### src/hw/word_capture_pkg.sv
/*
  Constants and carrier types shared by the telemetry word capture monitor.
  Assumes a 25 MHz system clock; all decoder signals are asynchronous pins.
*/
package word_capture_pkg;

  // ----------------------------------------------------------------
  // Frame format
  // ----------------------------------------------------------------
  localparam int WORD_BITS = 16;
  localparam int SELECT_BITS = 7;
  localparam int MAX_WORD = 64;

  // ----------------------------------------------------------------
  // Timing
  // ----------------------------------------------------------------
  localparam int CLK_HZ = 25_000_000;
  localparam int CLK_PERIOD_NS = 40;
  localparam int PRESET_US = 600;
  localparam int PRESET_CYCLES = (PRESET_US * 1000) / CLK_PERIOD_NS;

  // ----------------------------------------------------------------
  // Reset values
  // ----------------------------------------------------------------
  localparam logic [WORD_BITS-1:0] CAPTURE_RESET = 16'h0000;
  localparam logic [3:0] DIGIT_RESET = 4'h0;

  // ----------------------------------------------------------------
  // Carrier types
  // ----------------------------------------------------------------
  typedef struct packed {
    logic serialData;
    logic bitClock;
    logic wordPulse;
    logic frameSync;
  } decoder_pins_t;

  typedef struct packed {
    logic [3:0] tens;
    logic [3:0] units;
  } bcd_count_t;

endpackage

### src/hw/capture_holding_reg.sv
/*
  Holding register for the captured word.
  Assumes the strobe is a one-cycle pulse on clk marking the capture edge.
*/
`timescale 1ns/1ps
`default_nettype none

module capture_holding_reg
  import word_capture_pkg::*;
#(
  parameter int WIDTH = WORD_BITS
) (
  // Clock and reset
  input wire logic clk,
  input wire logic rst,
  // Capture strobe and data
  input wire logic strobe,
  input wire logic [WIDTH-1:0] wordIn,
  // Held word
  output logic [WIDTH-1:0] wordOut
);

  logic [WIDTH-1:0] word_r;
  logic [WIDTH-1:0] word_nxt;

  always_comb begin
    word_nxt = word_r;
    if (strobe) begin
      word_nxt = wordIn;
    end
  end

  // Held unchanged between strobes
  always_ff @(posedge clk) begin
    if (rst) begin
      word_r <= WIDTH'(CAPTURE_RESET);
    end else begin
      word_r <= word_nxt;
    end
  end

  assign wordOut = word_r;

endmodule

`default_nettype wire

### src/hw/telemetry_word_capture_monitor.sv
/*
  Telemetry word capture monitor: shifts the decoder's serial stream in on
  the bit clock, counts word pulses down from a BCD preset loaded after each
  frame sync, and captures the selected 16-bit word on counter underflow.
  Assumes all decoder pins are asynchronous to clk and much slower than it.
*/
//
// Contract
// - Shift serial data through sixteen stages, one per bit clock.
// - Shift on the bit clock edge itself, not inverted.
// - Frame sync falling edge starts a 600 us active-low preset pulse.
// - Preset pulse falling edge loads seven-bit BCD word select into counter.
// - Word pulses are NAND-gated with preset; no counting during preset.
// - Each gated word pulse rising edge decrements the BCD count by one.
// - Word pulse after count zero gives active-low underflow, the capture strobe.
// - Capture strobe rising edge copies all sixteen shift stages to holding register.
`timescale 1ns/1ps
`default_nettype none

module telemetry_word_capture_monitor
  import word_capture_pkg::*;
#(
  parameter int WIDTH = WORD_BITS,
  parameter int PRESET_LEN = PRESET_CYCLES
) (
  // Clock and reset
  input wire logic clk,
  input wire logic rst,
  // Decoder pins
  input wire decoder_pins_t pins,
  // Word select, two BCD digits
  input wire logic [SELECT_BITS-1:0] wordSelect,
  // Captured word and strobes
  output logic [WIDTH-1:0] capturedWord,
  output logic presetActiveN,
  output logic countdownUnderflowN,
  output logic captureStrobe
);

  // Shifter needs two stages, one-shot a real count, select two BCD digits
  if (WIDTH < 2 || PRESET_LEN < 2 || SELECT_BITS != 7) begin : g_badParams
    $error("telemetry_word_capture_monitor: bad parameters");
  end

  localparam int PW = $clog2(PRESET_LEN + 1);

  // ----------------------------------------------------------------
  // Pin synchronisers
  // ----------------------------------------------------------------
  decoder_pins_t sync1_r, sync2_r, prev_r;
  logic [SELECT_BITS-1:0] selSync1_r, selSync2_r;

  always_ff @(posedge clk) begin
    if (rst) begin
      sync1_r <= '0;
      sync2_r <= '0;
      prev_r <= '0;
      selSync1_r <= '0;
      selSync2_r <= '0;
    end else begin
      sync1_r <= pins;
      sync2_r <= sync1_r;
      prev_r <= sync2_r;
      selSync1_r <= wordSelect;
      selSync2_r <= selSync1_r;
    end
  end

  // ----------------------------------------------------------------
  // Edge decoders
  // ----------------------------------------------------------------
  function automatic logic riseOf(input logic cur, input logic prev);
    return cur & ~prev;
  endfunction

  function automatic logic fallOf(input logic cur, input logic prev);
    return ~cur & prev;
  endfunction

  logic bitRise, syncFall;
  assign bitRise = riseOf(sync2_r.bitClock, prev_r.bitClock);
  assign syncFall = fallOf(sync2_r.frameSync, prev_r.frameSync);

  // BCD decrement with borrow
  function automatic bcd_count_t bcdDec(input bcd_count_t c);
    bcd_count_t r;
    r = c;
    if (c.units != 4'h0) begin
      r.units = c.units - 4'h1;
    end else begin
      r.units = 4'h9;
      r.tens = (c.tens == 4'h0) ? 4'h9 : c.tens - 4'h1;
    end
    return r;
  endfunction

  // ----------------------------------------------------------------
  // Shift register
  // ----------------------------------------------------------------
  logic [WIDTH-1:0] shift_r, shift_nxt;

  always_comb begin
    shift_nxt = shift_r;
    if (bitRise) begin
      shift_nxt = {shift_r[WIDTH-2:0], sync2_r.serialData};
    end
  end

  always_ff @(posedge clk) begin
    if (rst) begin
      shift_r <= '0;
    end else begin
      shift_r <= shift_nxt;
    end
  end

  // ----------------------------------------------------------------
  // Preset one-shot
  // ----------------------------------------------------------------
  logic [PW-1:0] presetCnt_r, presetCnt_nxt;
  logic presetN_r, presetN_nxt;

  always_comb begin
    presetCnt_nxt = presetCnt_r;
    presetN_nxt = presetN_r;
    if (syncFall) begin
      presetCnt_nxt = PW'(PRESET_LEN - 1);
      presetN_nxt = 1'b0;
    end else if (!presetN_r) begin
      if (presetCnt_r == '0) begin
        presetN_nxt = 1'b1;
      end else begin
        presetCnt_nxt = presetCnt_r - PW'(1);
      end
    end
  end

  always_ff @(posedge clk) begin
    if (rst) begin
      presetCnt_r <= '0;
      presetN_r <= 1'b1;
    end else begin
      presetCnt_r <= presetCnt_nxt;
      presetN_r <= presetN_nxt;
    end
  end

  // ----------------------------------------------------------------
  // Word counter and underflow
  // ----------------------------------------------------------------
  logic gatedWord, gatedPrev_r, gatedRise, gatedFall, presetFall;
  bcd_count_t count_r, count_nxt;
  logic underN_r, underN_nxt;
  logic strobe_r, strobe_nxt;

  // Inverted sense of the NAND output: high only outside preset
  assign gatedWord = ~(~(sync2_r.wordPulse & presetN_r));
  assign gatedRise = riseOf(gatedWord, gatedPrev_r);
  assign gatedFall = fallOf(gatedWord, gatedPrev_r);
  assign presetFall = fallOf(presetN_nxt, presetN_r);

  always_comb begin
    count_nxt = count_r;
    underN_nxt = underN_r;
    strobe_nxt = 1'b0;
    if (presetFall) begin
      count_nxt.tens = {1'b0, selSync2_r[6:4]};
      count_nxt.units = selSync2_r[3:0];
      underN_nxt = 1'b1;
    end else if (gatedRise) begin
      count_nxt = bcdDec(count_r);
      if (count_r == '0) begin
        underN_nxt = 1'b0;
      end
    end else if (gatedFall && !underN_r) begin
      underN_nxt = 1'b1;
      strobe_nxt = 1'b1;
    end
  end

  always_ff @(posedge clk) begin
    if (rst) begin
      gatedPrev_r <= 1'b0;
      count_r <= '{tens: DIGIT_RESET, units: DIGIT_RESET};
      underN_r <= 1'b1;
      strobe_r <= 1'b0;
    end else begin
      gatedPrev_r <= gatedWord;
      count_r <= count_nxt;
      underN_r <= underN_nxt;
      strobe_r <= strobe_nxt;
    end
  end

  // ----------------------------------------------------------------
  // Holding register
  // ----------------------------------------------------------------
  capture_holding_reg #(
    .WIDTH(WIDTH)
  ) holdReg (
    .clk(clk),
    .rst(rst),
    .strobe(strobe_nxt),
    .wordIn(shift_r),
    .wordOut(capturedWord)
  );

  assign presetActiveN = presetN_r;
  assign countdownUnderflowN = underN_r;
  assign captureStrobe = strobe_r;

endmodule

`default_nettype wire

### config.mk
export PLATFORM = sky130hd
export DESIGN_NAME = telemetry_word_capture_monitor
export DESIGN_NICKNAME = d
export VERILOG_FILES = /design/src/hw/word_capture_pkg.sv /design/src/hw/capture_holding_reg.sv /design/src/hw/telemetry_word_capture_monitor.sv
export SDC_FILE = /design/constraint.sdc
export NUM_CORES = 1
export LEC_CHECK = 0
export BUFFER_PORTS_ARGS = -buffer_cell sky130_fd_sc_hd__buf_2
export CAP_MARGIN = 20
export CORE_UTILIZATION = 55
export CTS_CLUSTER_DIAMETER = 60
export DETAILED_ROUTE_END_ITERATION = 8
export PLACE_DENSITY = 0.83
export RECOVER_POWER = 100
export SYNTH_ARGS = -nofsm -noshare
export SYNTH_HDL_FRONTEND = slang
export SYNTH_SLANG_ARGS = --single-unit
export TNS_END_PERCENT = 20
### constraint.sdc
create_clock -name clk -period 4.04 [get_ports clk]
set_input_delay 0.808 -clock clk [delete_from_list [all_inputs] [get_ports clk]]
set_output_delay 0.808 -clock clk [all_outputs]
set_load 0.01 [all_outputs]
==> impl_metrics.yaml, run 1 <==
setup_path:
  crit_cells: 3
  cp.arrival_ns: 2.86
  critical_path_class: "primary input to flop"
  path_max_fanout: 51
  crit_family: "buffers and inverters"
  reg2reg_from: "presetCnt_r[4]"
  cp_num_buf_inv: 2
  end_kind: "flop"
  crit_chain: "clkbuf_1 -> buf_4 -> nor2_1"
  crit_start: "rst"
  start_kind: "primary input"
  cpPeakStageDelay_ns: 1.42
  required_ns: 4.27
  rr_worst_depth: 4
  cp_slowest_cell: "clkbuf_1"
  rrSetupSlack_ns: 1.96
cells_and_area:
  mostFrequentLayoutCells: "82 x dfxtp_1, 38 x nand2_1, 35 x nor2_1, 26 x nor2b_1, 25 x a21oi_1"
  areaGrowthSynthToFinish_pct: 10.98
  layout_commonest_cell: "dfxtp_1"
  layout.nets: 365
  utilization_pct: 64.72
  diodes: 0
  layout-drive-gt1-share_pct: 10.70
synth:
  synthFlopType: "dfxtp_1"
  synth_edf_count: 0
  synth_warnings: 0
  yosysSeqAreaShare_pct: 53.75
  ys_ff_latch: 82
  ys_types: 47
  syn_avg_cell_area_um2: 9.397
  synthCells: 325
  syn-num-nets: 340
  async_flop_share_pct: 0
  netlist_area_um2: 3054
floorplanning:
  ios: 32
  initial_core_util_pct: 58.31
  die-area_um2: 5855
  die_w_um: 76.52
  rows: 26
  die_y_um: 76.52
  core_area_um2: 5238
outcome:
  outcome: "finished with violations"
  violations: "capacitance limit, slew limit"
detailed_routing:
  highest_layer: "met4"
  drt_iter0_markers: 126
  dr_wl_met2_mm: 2.628
  wl_met1_mm: 2.467
  via_count: 2291
  route.detailed.drc: 0
  wl_per_cell_um: 12.58
  wl_met3_um: 174
  first_pass_iters: 4
  drtAntennaViolNets: 0
  drt-total-wl_mm: 5.347
  drt-vias-per-instance: 5.391
clock_network:
  clock_latency_ns: 0.35
  h-tree-depth: 3
  cts_resized: 0
  root_buffer: "clkbuf_8"
  numCtsBuffers: 9
  cts_tree: "done"
  clock_sinks: 82
  clk_pin_slew_ns: 0.09
  post_cts_buffers: 0
  clock_path_buffers: 2
  cts_hold_buf: 0
timing:
  fin_crit_ns: 2.627
  worst-slew-pin-transition_ns: 2.020
  slew_headroom_pct: -34.68
  max_freq_mhz: 380.7
  finalSetupTns_ns: 0
  hold_violations: 0
  finalSetupViolCount: 0
  drv_slew: 52
  rsz0062_at_grt: "false"
  fin_crit_sh_pct: 65.02
  clock_skew_ns: 0.01082
global_route:
  antenna_found_initial: 0
  grt_pass1_wl_mm: 9.039
  grt_start_max_net_pins: 52
  grt-ovfl-total: 0
  track_usage_pct: 19.32
  grt_pass1_vias: 2095
worst_hold_path:
  worstHoldStart: "sync1_r[3]"
  hold_depth: 1
  min_path_type: "flop to flop"
placement:
  hpwlAfterDp_mm: 3.580
  gp_congestion: 0.7709
  port_buffers: 31
pwr:
  peakVddDrop_v: 0.0002620
  p_leak_nw: 1.331
  power_per_cell_area_nw_per_um2: 432.0
flow_run:
  max-cap-violations: 1
power breakdown:
part           internal, W  leakage (nW)  switching [W]   total, W
registers         0.000829         0.667      0.0000146   0.000844
logic            0.0000377         0.584      0.0000548  0.0000925
clock network     0.000230        0.0799       0.000298   0.000528
total              0.00110          1.33       0.000367    0.00146
cells by family (layout without fill, tap and decap cells):
group | Yosys count | in the layout | share of synthesized area (%)
and+or+nand+nor | 135 | 135 | 22.90
DFF | 82 | 82 | 53.75
AOI/OAI and AO/OA | 59 | 59 | 12.13
buffers and inverters | 24 | 54 | 3.032
muxes | 18 | 18 | 5.940
xor gates and xnor gates | 5 | 5 | 1.434
adders and majority gates | 2 | 2 | 0.8192
sequential cells by signal (all words and copies together), names as in the netlist, 2 cells and up:
signal and flops:
count_r 8, holdReg.wordOut 16, presetCnt_r 14, prev_r 2
selSync1_r 7, selSync2_r 7, shift_r 16, sync1_r 4
sync2_r 4
worst paths after layout:
check	end
hold / removal	sync2_r[3]
setup reg to reg	presetCnt_r[11]
hold reg to reg	sync2_r[3]
setup / recovery	holdReg.wordOut[11]
cell usage after synthesis, types with 5 or more instances:
cell type | count | area share [%]
a21oi_1 | 25 | 4.1
a211oi_1 | 6 | 1.5
a31oi_1 | 5 | 1.0
dfxtp_1 | 82 | 54
nor2_1 | 35 | 4.3
nor3_1 | 5 | 0.82
clkbuf_1 | 14 | 1.7
inv_1 | 5 | 0.61
nand2b_1 | 5 | 1.0
o21ai_0 | 5 | 0.82
nor2b_1 | 26 | 5.3
mux2i_1 | 17 | 5.6
nand2_1 | 38 | 4.7
layout make-up:
type,count,area (um2)
fill,427,1848
sequential,82,1642
multi-input combinational,219,1320
timing repair buffer,33,145.1
clock buffer,10,127.6
tap,70,87.58
clock inverter,6,48.80
inverter,5,18.77
through the flow:
stage	instances	setup WS [ns]	area, um2	total power, W	hold WS (ns)
final	425	1.413	3390	0.001464	0.4378
after global routing	425	1.189	3390	0.001525	0.4616
after CTS	425	2.018	3415	0.001478	0.4447
after detailed placement	409	1.911	3238	0.0009544	0.4270
after global placement	409	1.930	3238	0.0009506	0.4171
after floorplan	325	2.227	3054	0.0009320	0.4138
layer usage:
metal | track usage (%) | up-vias
li1 | - | 1174
met1 | 22.77 | 1069
met2 | 32.25 | 40
met3 | 5.030 | 8
met4 | 10.00 | 0
met5 | 0 | -
(Power assumes the default switching activity.)
==> run 2, diff against run 1 <==
- ABC_AREA: default -> 1
- clock period: 4.04 -> 2.68 ns (I/O delays scaled with it)
==> run 2 against run 1 <==
  * Non-clock buffer count up 1
  * The flow now finishes without violations
  * Worst setup slack worse by 0.70 ns
  * Combinational power rose to 2.8 times the previous value
  * Wire length up 18%
==> impl_metrics.yaml, run 2 <==
outcome:
  outcome: "complete, no violations"
setup_path:
  start_kind: "flop"
  reg2reg_from: "presetCnt_r[0]"
  required_ns: 2.85
  path_max_fanout: 13
  end_kind: "flop"
  cp.arrival_ns: 2.13
  critical_path_class: "flop to flop"
  crit_start: "presetCnt_r[0]"
clock_network:
  cts_hold_buf: 0
  clock_path_buffers: 2
  numCtsBuffers: 9
  root_buffer: "clkbuf_8"
  clock_latency_ns: 0.35
  cts_tree: "done"
  clk_pin_slew_ns: 0.09
  clock_sinks: 82
  post_cts_buffers: 0
  cts_resized: 0
  h-tree-depth: 3
global_route:
  grt_pass1_wl_mm: 10.81
  antenna_found_initial: 0
  track_usage_pct: 22.05
  grt-ovfl-total: 0
  grt_start_max_net_pins: 35
  grt_pass1_vias: 2463
cells_and_area:
  stdcell_count: 543
  layout_commonest_cell: "nor2_1"
  mostFrequentLayoutCells: "116 x nor2_1, 82 x dfxtp_1, 60 x nand2_1, 50 x inv_1, 40 x o21ai_0"
  layout-drive-gt1-share_pct: 8.705
  areaGrowthSynthToFinish_pct: 9.820
  design_area_um2: 3582
  diodes: 0
  layout.nets: 481
timing:
  finalSetupTns_ns: 0
  clock_skew_ns: 0.01072
  hold_ws_ns: 0.3785
  max_freq_mhz: 509.6
  rsz0062_at_grt: "false"
  worst-slew-pin-transition_ns: 1.438
  hold_violations: 0
  slew_headroom_pct: 4.157
  finalSetupViolCount: 0
  fin_crit_sh_pct: 73.22
  layout_setup_ws_ns: 0.7176
  fin_crit_ns: 1.962
  drv_slew: 0
worst_hold_path:
  min_path_type: "primary input to flop"
  worstHoldStart: "wordSelect[6]"
synth:
  synth_top_family_by_area: "simple AND/OR/NAND/NOR gates"
  synthMostInstantiatedCell: "nor2_1"
  yosysSeqAreaShare_pct: 50.33
  async_flop_share_pct: 0
  ys_types: 30
  synth.largest_area_cell: "dfxtp_1"
  syn_avg_cell_area_um2: 7.481
  synth_fa_ha_area_share_pct: 0.7672
  ys_ff_latch: 82
  syn-num-nets: 451
  synth-compound-area-share_pct: 9.896
  synth_edf_count: 0
  synthTopCellsByCount: "115 x nor2_1, 82 x dfxtp_1, 57 x nand2_1"
  netlist_area_um2: 3262
  muxShareOfSynthArea_pct: 0
  synthCells: 436
  synth_warnings: 0
  synthFlopType: "dfxtp_1"
  synthTopCellsByArea: "dfxtp_1 50%, nor2_1 13%, nand2_1 6.6%"
  yosys.area_share.simple_pct: 29.61
  synth_xor_xnor_area_share_pct: 1.343
  synth_top_area_share_pct: 50.33
pwr:
  power_per_cell_area_nw_per_um2: 658.5
  peakVddDrop_v: 0.0003468
  p_leak_nw: 1.743
detailed_routing:
  wl_per_cell_um: 11.65
  drt-total-wl_mm: 6.324
  drt-vias-per-instance: 5.057
  via_count: 2746
  wl_met1_mm: 3.021
  highest_layer: "met4"
  route.detailed.drc: 0
  wl_met3_um: 288
  dr_wl_met2_mm: 2.895
  first_pass_iters: 4
  drtAntennaViolNets: 0
  drt_iter0_markers: 185
placement:
  placed_cell_area_um2: 3458
  hpwlAfterDp_mm: 4.291
  dp.cells: 527
  gp_congestion: 0.9150
  port_buffers: 31
  pre_cts_slack_ns: 1.057
floorplanning:
  die_y_um: 79.01
  rows: 27
  core_area_um2: 5608
  ios: 32
  die_w_um: 79.01
  die-area_um2: 6243
  initial_core_util_pct: 58.17
flow_run:
  max-cap-violations: 0
## run 2: cell count changes in the layout (fill, tap and decap cells not counted), sizes merged, moves of 4 or more
cell    delta
a211oi     -5
a21oi     -14
inv       +44
mux2i     -17
nand2     +24
nand2b     -5
nand3     +22
nand4      +4
nor2      +87
nor2b     -26
nor4       -4
o21ai     +35
or4        -4
## run 2: final timing paths
path / endpoint / cells after the start / slack (ns)
max: presetCnt_r[0] / 9 / 0.72
min: selSync1_r[6] / 3 / 0.38
min reg2reg: sync2_r[2] / 2 / 0.40
max reg2reg: presetCnt_r[0] / 9 / 0.72
## run 2: where the power goes
group          internal (W)  switching [W]  leakage, nW
logic             0.0000927       0.000165        0.989
registers           0.00127      0.0000315        0.669
clock network      0.000347       0.000457       0.0846
## run 2: critical path: stages, from the launching register on
cell and delay [ns]:
dfxtp_1 0.34, inv_1 0.14, ha_1 0.17, nand2_1 0.06
nor2_1 0.19, nand2_4 0.12, nand2_1 0.37, inv_1 0.21
nand2_1 0.10, a31oi_1 0.07
## run 2: logic make-up (layout without fill, tap and decap cells)
group | count (synthesis) | in the layout
simple gates | 220 | 220
flops | 82 | 82
buf+inv | 66 | 101
compound gates | 61 | 61
xor+xnor | 5 | 5
fa+ha+maj | 2 | 2
## run 2: final cells by class
cell class,instances,area [um2]
fill,520,2026
sequential,82,1642
multi-input combinational,288,1333
inverter,51,191.4
timing repair buffer,34,146.4
clock buffer,10,127.6
tap,72,90.09
clock inverter,6,52.55
## run 2: stage by stage
stage                     util (%)  total power, W
after CTS                    64.88        0.002388
after global placement       61.67        0.001581
after global routing         63.88        0.002480
after floorplan                  -        0.001531
after detailed placement     61.67        0.001590
final                        63.88        0.002359
## run 2: per-layer routing
| layer | GRT usage, % | vias up |
|---|---|---|
| li1 | - | 1424 |
| met1 | 28.08 | 1246 |
| met2 | 35.60 | 63 |
| met3 | 4.023 | 13 |
| met4 | 11.27 | 0 |
| met5 | 0 | - |
